--- config.mk ---
export PLATFORM = sky130hd
export DESIGN_NAME = nsddr_host
export DESIGN_NICKNAME = d
export VERILOG_FILES = /design/src/nsddr_pkg.sv /design/src/nsddr_host.sv
export SDC_FILE = /design/constraint.sdc
export NUM_CORES = 1
export LEC_CHECK = 0
export BUFFER_PORTS_ARGS = -buffer_cell sky130_fd_sc_hd__buf_2
export CORE_MARGIN = 2
export CORE_UTILIZATION = 35
export DETAILED_ROUTE_END_ITERATION = 10
export PLACE_DENSITY = 0.52
export SETUP_SLACK_MARGIN = 0.5
export SYNTH_ARGS = -nofsm -noshare
export SYNTH_HDL_FRONTEND = slang
export SYNTH_SLANG_ARGS = --single-unit
export TNS_END_PERCENT = 30
--- constraint.sdc ---
create_clock -name i_clk_sys -period 4.3 [get_ports i_clk_sys]
set_input_delay 0.43 -clock i_clk_sys [delete_from_list [all_inputs] [get_ports i_clk_sys]]
set_output_delay 0.43 -clock i_clk_sys [all_outputs]
set_load 0.01 [all_outputs]
--- src/nsddr_pkg.sv ---
// Operation
// - a command byte is latched at a clock rise with only command latch high
// - after a command or address cycle the host returns the bus to idle next edge
// - an address byte is latched at a clock rise with only address latch high
// - host drives unused address bits low and gives each command its address cycles; this block sends address bytes as given and leaves both to the caller
// - write data starts with strobe low, direction high, both latches high
// - device stores a byte on every host strobe edge, strobe centred on data
// - write data ends by latching both latches low; two bytes follow
// - read data starts with lines released, direction low, gap met, latches high
// - read data runs while latches are high; host ends it latching them low
// - after power-up wait 100 microseconds, or until ready/busy reads high
// - first command is reset; then poll ready/busy through the reset busy time
// - host checks the parameter page checksum before using its contents; this block only computes o_rd_crc, user logic compares it
// - on a bad checksum read redundant copies while a signature is found; user logic picks each copy, this block only reads as requested
// - direction high means host drives data and strobe, low means device drives
// - host waits the gap time after entering bus idle before changing mode
// - before select the clock runs and both latches are low, then select setup
package nsddr_pkg;
   localparam int SYS_PERIOD_NS         = 40;
   localparam int PWR_UP_WAIT_NS        = 100000;
   localparam int SELECT_SETUP_TIME_NS  = 20;
   localparam int CMD_ADDR_DATA_GAP_NS  = 25;
   localparam int WRITE_POSTAMBLE_NS    = 30;
   localparam int TURNAROUND_DRIVE_NS   = 100;
   localparam int STROBE_ACCESS_NS      = 20;
   localparam int OUTPUT_TO_IDLE_NS     = 100;
   localparam int RB_FALL_WAIT_NS       = 200;
   localparam logic [7:0]  CMD_RESET    = 8'hff;
   localparam logic [15:0] CRC_POLY     = 16'h8005;
   localparam logic [15:0] CRC_INIT     = 16'hffff;

   // least times round up, never below one cycle
   function automatic int ns_to_cyc_up(input int ns);
      int c;
      c = (ns + SYS_PERIOD_NS - 1) / SYS_PERIOD_NS;
      return (c < 1) ? 1 : c;
   endfunction : ns_to_cyc_up

   localparam int PWR_UP_WAIT_CYC = ns_to_cyc_up(PWR_UP_WAIT_NS);
   localparam int SELECT_SETUP_CYC = ns_to_cyc_up(SELECT_SETUP_TIME_NS);
   localparam int GAP_CYC = ns_to_cyc_up(CMD_ADDR_DATA_GAP_NS);
   localparam int WPST_CYC = ns_to_cyc_up(WRITE_POSTAMBLE_NS);
   localparam int TURN_CYC = ns_to_cyc_up(TURNAROUND_DRIVE_NS);
   localparam int RD_START_CYC = (TURN_CYC > GAP_CYC) ? TURN_CYC : GAP_CYC;
   localparam int RD_IDLE_CYC = ns_to_cyc_up(OUTPUT_TO_IDLE_NS + STROBE_ACCESS_NS);
   localparam int RB_FALL_CYC = ns_to_cyc_up(RB_FALL_WAIT_NS);

   typedef enum logic [1:0] {
      OP_CMD   = 2'b00,
      OP_ADDR  = 2'b01,
      OP_WRITE = 2'b10,
      OP_READ  = 2'b11
   } nsddr_kind_t;

   typedef struct packed {
      nsddr_kind_t kind;
      logic [7:0]  data;
      logic [15:0] count;
   } nsddr_op_t;

   typedef struct packed {
      logic       ce_n;
      logic       cle;
      logic       ale;
      logic       clk;
      logic       wr_rd;
      logic [7:0] dq;
      logic       dq_oe;
      logic       dqs;
      logic       dqs_oe;
   } nsddr_pins_t;
endpackage : nsddr_pkg

--- src/nsddr_host.sv ---
module nsddr_host #(
   parameter logic [7:0]  CLK_HALF     = 8'h04,
   parameter bit          USE_RB       = 1'b1,
   parameter logic [15:0] POR_BUSY_CYC = 16'h61a8,
   parameter logic [15:0] PWR_WAIT_CYC = 16'(nsddr_pkg::PWR_UP_WAIT_CYC)
) (
   // system
   input  wire logic               i_clk_sys,
   input  wire logic               i_reset_n,
   // operation request
   input  wire logic               i_op_valid,
   input  wire nsddr_pkg::nsddr_op_t i_op,
   output logic                    o_op_ready,
   // write stream
   input  wire logic [7:0]         i_wr_data,
   output logic                    o_wr_take,
   // read stream
   output logic                    o_rd_valid,
   output logic [7:0]              o_rd_data,
   output logic [15:0]             o_rd_crc,
   // status
   output logic                    o_init_done,
   output logic                    o_init_timeout,
   // flash pins
   output logic                    o_ce_n,
   output logic                    o_cle,
   output logic                    o_ale,
   output logic                    o_nand_clk,
   output logic                    o_wr_rd,
   output logic                    o_wp_n,
   input  wire logic [7:0]         i_dq,
   output logic [7:0]              o_dq,
   output logic                    o_dq_oe,
   input  wire logic               i_dqs,
   output logic                    o_dqs,
   output logic                    o_dqs_oe,
   input  wire logic               i_rb
);
   import nsddr_pkg::*;

   typedef enum logic [3:0] {
      S_PWR_WAIT  = 4'h0,
      S_SELECT    = 4'h1,
      S_CMD       = 4'h2,
      S_INIT_BUSY = 4'h3,
      S_GAP       = 4'h4,
      S_IDLE      = 4'h5,
      S_WR        = 4'h6,
      S_WR_POST   = 4'h7,
      S_RD_TURN   = 4'h8,
      S_RD        = 4'h9,
      S_RD_END    = 4'ha
   } nsddr_state_t;

   typedef struct packed {
      nsddr_state_t st;
      nsddr_pins_t  pins;
      logic [7:0]   div;
      logic [15:0]  timer;
      logic [15:0]  cnt;
      logic [15:0]  pairs;
      logic         skip;
      logic         pend;
      logic         rb_s1;
      logic         rb_s2;
      logic         dqs_s1;
      logic         dqs_s2;
      logic         dqs_s3;
      logic [7:0]   dq_s1;
      logic [7:0]   dq_s2;
      logic         edge_seen;
      logic         init_done;
      logic         init_timeout;
      logic         wr_take;
      logic         rd_valid;
      logic [7:0]   rd_data;
      logic [15:0]  crc;
   } nsddr_regs_t;

   // read tail covers output to idle plus the synchroniser and strobe latency
   localparam logic [15:0] RD_TAIL = 16'(RD_IDLE_CYC + 2 * int'(CLK_HALF) + 4);

   localparam nsddr_regs_t REG_RST = '{
      st:     S_PWR_WAIT,
      pins:   '{ce_n: 1'b1, wr_rd: 1'b1, default: '0},
      timer:  PWR_WAIT_CYC,
      crc:    CRC_INIT,
      default: '0
   };

   nsddr_regs_t state_reg;
   nsddr_regs_t state_next;
   logic        tick;
   logic        rise;
   logic        fall;
   logic        mid;
   logic [15:0] cnt_after;

   // checksum step over one byte, msb first
   function automatic logic [15:0] crc_step(input logic [15:0] crc, input logic [7:0] b);
      logic [15:0] c;
      c = crc;
      for (int i = 7; i >= 0; i--) begin
         c = (c[15] ^ b[i]) ? ({c[14:0], 1'b0} ^ CRC_POLY) : {c[14:0], 1'b0};
      end
      return c;
   endfunction : crc_step

   // link clock phase events; latch, direction and command pins change on falls so they sit still at rises
   assign tick = (state_reg.div == CLK_HALF - 8'h01);
   assign rise = tick && !state_reg.pins.clk;
   assign fall = tick && state_reg.pins.clk;
   assign mid  = (state_reg.div == (CLK_HALF >> 1) - 8'h01);
   assign cnt_after = state_reg.pend ? state_reg.cnt - 16'h0001 : state_reg.cnt;

   // requests are only taken on a fall tick from bus idle
   assign o_op_ready = (state_reg.st == S_IDLE) && fall;

   // next state of the whole controller
   always_comb begin
      state_next = state_reg;
      state_next.wr_take = 1'b0;
      state_next.rd_valid = 1'b0;
      // link clock divider; this end makes the clock, so no second domain
      state_next.div = tick ? 8'h00 : state_reg.div + 8'h01;
      if (tick) begin
         state_next.pins.clk = !state_reg.pins.clk;
      end
      // two-stage synchronisers for every pin driven by the flash
      state_next.rb_s1 = i_rb;
      state_next.rb_s2 = state_reg.rb_s1;
      state_next.dqs_s1 = i_dqs;
      state_next.dqs_s2 = state_reg.dqs_s1;
      state_next.dqs_s3 = state_reg.dqs_s2;
      state_next.dq_s1 = i_dq;
      state_next.dq_s2 = state_reg.dq_s1;
      // shared delay timer
      // every wait loads a cycle count from the package or a module parameter, so one down-counter serves them all
      if (state_reg.timer != 16'h0000) begin
         state_next.timer = state_reg.timer - 16'h0001;
      end
      // capture on strobe edges
      // data is taken a cycle after the edge so edge-aligned bytes have settled
      state_next.edge_seen = ((state_reg.st == S_RD) || (state_reg.st == S_RD_END))
                             && (state_reg.dqs_s2 != state_reg.dqs_s3);
      if (state_reg.edge_seen) begin
         state_next.rd_valid = 1'b1;
         state_next.rd_data = state_reg.dq_s2;
         state_next.crc = crc_step(state_reg.crc, state_reg.dq_s2);
      end
      unique case (state_reg.st)
         S_PWR_WAIT: begin
            if (USE_RB ? state_reg.rb_s2 : (state_reg.timer == 16'h0000)) begin
               // clock runs, latches low, then select
               state_next.pins.ce_n = 1'b0;
               state_next.timer = 16'(SELECT_SETUP_CYC);
               state_next.st = S_SELECT;
            end
         end
         S_SELECT: begin
            if (state_reg.timer == 16'h0000 && fall) begin
               state_next.pins.cle = 1'b1;
               state_next.pins.dq = CMD_RESET;
               state_next.pins.dq_oe = 1'b1;
               state_next.st = S_CMD;
            end
         end
         S_CMD: begin
            if (fall) begin
               state_next.pins.cle = 1'b0;
               state_next.pins.ale = 1'b0;
               state_next.skip = 1'b1;
               if (state_reg.init_done) begin
                  state_next.st = S_GAP;
               end else begin
                  state_next.timer = POR_BUSY_CYC;
                  state_next.st = S_INIT_BUSY;
               end
            end
         end
         S_INIT_BUSY: begin
            if (state_reg.timer == 16'h0000) begin
               state_next.init_done = 1'b1;
               state_next.init_timeout = USE_RB;
               state_next.st = S_GAP;
            end else if (USE_RB && state_reg.rb_s2 &&
                         state_reg.timer <= POR_BUSY_CYC - 16'(RB_FALL_CYC)) begin
               state_next.init_done = 1'b1;
               state_next.st = S_GAP;
            end
         end
         S_GAP: begin
            if (rise && state_reg.skip) begin
               state_next.skip = 1'b0;
               state_next.timer = 16'(GAP_CYC);
            end else if (!state_reg.skip && state_reg.timer == 16'h0000) begin
               state_next.st = S_IDLE;
            end
         end
         S_IDLE: begin
            if (i_op_valid && o_op_ready) begin
               state_next.pins.dq = i_op.data;
               state_next.cnt = (i_op.count[15:1] == 15'h0000) ? 16'h0002
                                : {i_op.count[15:1], 1'b0};
               state_next.pairs = (i_op.count[15:1] == 15'h0000) ? 16'h0001
                                  : {1'b0, i_op.count[15:1]};
               state_next.skip = 1'b1;
               state_next.pend = 1'b0;
               unique case (i_op.kind)
                  OP_CMD: begin
                     state_next.pins.cle = 1'b1;
                     state_next.pins.dq_oe = 1'b1;
                     state_next.st = S_CMD;
                  end
                  OP_ADDR: begin
                     // address byte as given
                     // the caller zeroes unused bits and issues each command's address count
                     // address latch high
                     state_next.pins.ale = 1'b1;
                     state_next.pins.dq_oe = 1'b1;
                     state_next.st = S_CMD;
                  end
                  OP_WRITE: begin
                     state_next.pins.cle = 1'b1;
                     state_next.pins.ale = 1'b1;
                     state_next.pins.dq_oe = 1'b1;
                     state_next.pins.dqs = 1'b0;
                     state_next.pins.dqs_oe = 1'b1;
                     state_next.st = S_WR;
                  end
                  OP_READ: begin
                     state_next.pins.dq_oe = 1'b0;
                     state_next.pins.dqs_oe = 1'b0;
                     state_next.pins.wr_rd = 1'b0;
                     state_next.timer = 16'(RD_START_CYC);
                     state_next.crc = CRC_INIT;
                     state_next.st = S_RD_TURN;
                  end
               endcase
            end
         end
         S_WR: begin
            // byte changes mid-way between strobe edges
            if (mid && !state_reg.skip && state_reg.cnt != 16'h0000 && !state_reg.pend) begin
               state_next.pins.dq = i_wr_data;
               state_next.wr_take = 1'b1;
               state_next.pend = 1'b1;
            end
            if (tick && state_reg.pend) begin
               state_next.pins.dqs = !state_reg.pins.dqs;
               state_next.pend = 1'b0;
               state_next.cnt = cnt_after;
            end
            if (fall) begin
               state_next.skip = 1'b0;
               if (cnt_after == 16'h0002) begin
                  state_next.pins.cle = 1'b0;
                  state_next.pins.ale = 1'b0;
               end
            end
            if (tick && state_reg.pend && state_reg.cnt == 16'h0001) begin
               state_next.timer = 16'(WPST_CYC);
               state_next.st = S_WR_POST;
            end
         end
         S_WR_POST: begin
            if (state_reg.timer == 16'h0000) begin
               state_next.pins.dq_oe = 1'b0;
               state_next.pins.dqs_oe = 1'b0;
               state_next.skip = 1'b1;
               state_next.st = S_GAP;
            end
         end
         S_RD_TURN: begin
            if (state_reg.timer == 16'h0000 && fall) begin
               state_next.pins.cle = 1'b1;
               state_next.pins.ale = 1'b1;
               state_next.st = S_RD;
            end
         end
         S_RD: begin
            // one latched high cycle per byte pair
            if (fall) begin
               state_next.pairs = state_reg.pairs - 16'h0001;
               if (state_reg.pairs == 16'h0001) begin
                  state_next.pins.cle = 1'b0;
                  state_next.pins.ale = 1'b0;
                  state_next.timer = RD_TAIL;
                  state_next.st = S_RD_END;
               end
            end
         end
         S_RD_END: begin
            // wait last pair and output to idle
            // direction high releases the device drivers
            if (state_reg.timer == 16'h0000 && fall) begin
               state_next.pins.wr_rd = 1'b1;
               state_next.skip = 1'b1;
               state_next.st = S_GAP;
            end
         end
         default: begin
            state_next = REG_RST;
         end
      endcase
   end

   // single state register; reset loads constants only
   always_ff @(posedge i_clk_sys or negedge i_reset_n) begin
      if (!i_reset_n) begin
         state_reg <= REG_RST;
      end else begin
         state_reg <= state_next;
      end
   end

   // pin and status outputs straight from the state register, write protect tied high
   assign o_ce_n         = state_reg.pins.ce_n;
   assign o_cle          = state_reg.pins.cle;
   assign o_ale          = state_reg.pins.ale;
   assign o_nand_clk     = state_reg.pins.clk;
   assign o_wr_rd        = state_reg.pins.wr_rd;
   assign o_dq           = state_reg.pins.dq;
   assign o_dq_oe        = state_reg.pins.dq_oe;
   assign o_dqs          = state_reg.pins.dqs;
   assign o_dqs_oe       = state_reg.pins.dqs_oe;
   assign o_wp_n         = 1'b1; // write protect is outside this block
   assign o_wr_take      = state_reg.wr_take;
   assign o_rd_valid     = state_reg.rd_valid;
   assign o_rd_data      = state_reg.rd_data;
   // checksum for copies
   // user logic compares this per copy and decides whether to read the next one
   assign o_rd_crc       = state_reg.crc;
   assign o_init_done    = state_reg.init_done;
   assign o_init_timeout = state_reg.init_timeout;
endmodule : nsddr_host

==> flow_summary.ini <==
[critical_path]
worst_path_largest_cell_delay_ns = 0.69
critical_path.top_delay_family = simple AND/OR/NAND/NOR gates
critical_path.max_fanout = 10
worstPathBufferInverterCount = 0
crit_path_cell_trace = nor4_4 -> nand2_2 -> o21ai_0 -> o221ai_1 -> or4_1 -> or2_0 -> o221a_1
critical_path_class = flip-flop to flip-flop
critPathRequiredTime_ns = 4.61
crit_path_start_kind = flip-flop
critical_path.slowest_cell = or4_1
timing.reg2reg.worst_path_depth = 7
critical_path_arrival_ns = 3.44
setup.worst_path.end_class = flip-flop
cp_num_cells = 7

[clocking]
clkLatencyLatePin_ns = 0.43
cts-root-buf = clkbuf_16
postCtsSetupRepairBufs = 0
cts.clk_slew.worst_paths_ns = 0.07
cts_tree = built
cts_num_sinks = 128
cts-buffers-inserted = 17
h-tree-depth = 4
max-clock-path-buffers = 2
ctsResizeCount = 0
cts_hold_buf = 0

[synth]
muxShareOfSynthArea_pct = 2.53
netlist-cell-type-count = 73
syn_avg_cell_area_um2 = 8.74
synthXorXnorAreaFrac_pct = 5.55
yosysSeqAreaShare_pct = 42.2
synth_compound_area_share_pct = 18.8
dominant_combinational_cell_family_by_area_after_synthesis = simple AND/OR/NAND/NOR gates
netlist_instances = 877
simple_gate_fraction_of_synth_area_pct = 22.1
synth_adder_area_share_pct = 1.96
synth_seq_cells = 128
number_of_synthesized_flops_with_an_enable_pin = 0
yosys_warnings = 0
synth.cell_area_um2 = 7670
async_reset_ff_share_pct = 100
synth_nets = 936
postSynth.topFlopCell = dfrtp_1

[global_routing]
antenna_violations_before_repair = 0
grt.overflow.total = 0
pin_count_of_the_biggest_net_entering_global_routing = 108
grt_pass1_vias = 6199
gr-usage-all-layers_pct = 18.4
grt_pass1_wl_mm = 34.4

[sta]
finalWorstSetupSlack_ns = 1.17
setup_violations = 0
finalHoldViolCount = 0
final.setup_skew_ns = 0.0134
rsz0062_at_grt = false
finalCriticalPeriod_ns = 3.13
fin_tns_setup_ns = 0
tightestPinTransition_ns = 1.05
final-max-slew-violation-count = 0
final.period_utilization_pct = 72.7
slew_headroom_pct = 30.0
final.hold.worst_slack_ns = 0.103
achievable-frequency_mhz = 320

[cells_and_area]
final_nets = 980
final_layout_size_suffix_gt1_share_pct = 19.6
final_cell_area_um2 = 8780
filler_cell_count = 2206
area.growth.synth_to_final_pct = 14.5
max_ffs_per_register = 84
stdcell_count = 1214
antenna-diode-count = 0

[status]
run_status = complete, no violations

[die]
std_cell_rows = 54
die_width_um = 152
design.portCount = 93
initial_utilization_pct = 35.3
floorplan.die_area_um2 = 23100
floorplan.core_area_um2 = 21700
die_h_um = 152

[run]
cap_violations = 0

[placement]
placedInstanceArea_um2 = 8190
post-dp-hpwl_mm = 14.7
numPortBuffers = 90
gp_congestion = 0.851
place_inst = 1182
preCtsSetupSlack_ns = 1.20

[routing]
detail_route.first_pass.iterations = 5
routed-via-count = 6610
detail_route.iter0.violations = 527
vias_per_cell = 5.44
finalWirelength_mm = 21.0
detail-route-antenna-nets = 0
post_drt_wl_per_cell_um = 17.3
remaining_drc_errors = 0

[pwr]
max-vdd-ir-drop_v = 0.000311
power-per-cell-area_nw_per_um2 = 744
power_leakage_nw = 3.69

[worst_hold_path]
worst_hold_path_type = input pin to asynchronous set/reset pin
## cell usage after synthesis (8+ instances only)
cell,instances,area share (%)
and2_1,30,2.4
buf_4,33,3.2
nor2b_1,10,0.82
buf_2,8,0.52
a2bb2oi_1,9,1.0
a22oi_1,14,1.4
inv_1,19,0.93
mux2i_1,16,2.1
nand2_1,82,4.0
nor3_1,29,1.9
a31oi_1,15,1.2
xnor2_1,39,4.5
ha_1,12,2.0
a21oi_1,52,3.4
nor4_1,21,1.7
o211ai_1,8,0.78
nor2_1,99,4.8
o21ai_0,87,5.7
nand3_1,10,0.65
dfrtp_1,105,34
clkbuf_1,36,1.8
dfstp_2,23,7.9
## where the power goes
| group | total (mW) | switching [mW] | leakage [nW] | internal [mW] |
|---|---|---|---|---|
| logic | 3.02 | 1.74 | 1.81 | 1.28 |
| registers | 2.09 | 0.407 | 1.59 | 1.68 |
| clock network | 1.42 | 0.645 | 0.290 | 0.778 |
| total | 6.53 | 2.79 | 3.69 | 3.74 |
## placed cells by master, fill, tap and decap left out, drive strengths merged, types with 4 or more instances in the layout
master   netlist  final
a21oi         52     52
a22oi         14     14
a2bb2oi        9      9
a31oi         15     15
a32oi          7      7
and2          30     30
and3           6      6
buf           47    108
clkbuf        36     17
clkinv         2      6
dfrtp        105    105
dfstp         23     23
ha            12     12
inv           19     30
mux2i         16     16
nand2         83     83
nand2b         4      4
nand3         10     10
nand4          9      9
nor2          99     99
nor2b         10     10
nor3          30     30
nor3b          6      6
nor4          25     25
o211ai         9      9
o21a           5      5
o21ai         90     90
o22ai          4      4
o31ai          4      4
xnor2         39     39
xor2           7      7
## final cells by class
| cell class | count | area [µm²] | area share (%) |
|---|---|---|---|
| inverter | 21 | 78.8 | 0.898 |
| clock inverter | 15 | 161 | 1.84 |
| multi-input combinational | 645 | 3940 | 44.9 |
| sequential | 128 | 3230 | 36.8 |
| timing repair buffer | 108 | 592 | 6.74 |
| clock buffer | 17 | 425 | 4.85 |
| tap | 280 | 350 | 3.99 |
## metal layers
layer	GRT usage, %	wire (µm)
met2	26.8	9300
met3	3.96	1210
met4	4.67	213
met5	0	0
met1	27.7	10200
## path summary, 6_finish.rpt
kind	end	from	slack [ns]
max	state_reg[126]$_DFFE_PN0P_	state_reg[102]$_DFF_PN0_	1.17
min	state_reg[54]$_DFFE_PN0P_	i_reset_n	0.10
max reg2reg	state_reg[126]$_DFFE_PN0P_	state_reg[102]$_DFF_PN0_	1.17
min reg2reg	state_reg[34]$_DFF_PN0_	state_reg[42]$_DFF_PN0_	0.44
max in group asynchronous	state_reg[86]$_DFF_PN1_	i_reset_n	3.19
min in group i_clk_sys	state_reg[42]$_DFF_PN0_	i_dq[5]	0.21
## metrics by stage
stage / utilization, % / total power, mW
after CTS: 40.5 / 6.58
after global placement: 37.8 / 5.10
after global routing: 40.5 / 7.04
after floorplan: - / 4.39
after detailed placement: 37.8 / 5.12
final: 40.5 / 6.53
## kinds of logic after synthesis
group | after synthesis
simple gates | 332
xor+xnor | 47
flops | 128
other cells | 1
fa+ha+maj | 12
buf+inv | 104
mux | 19
compound gates | 234
No activity file was read; power rests on OpenSTA's default activity.
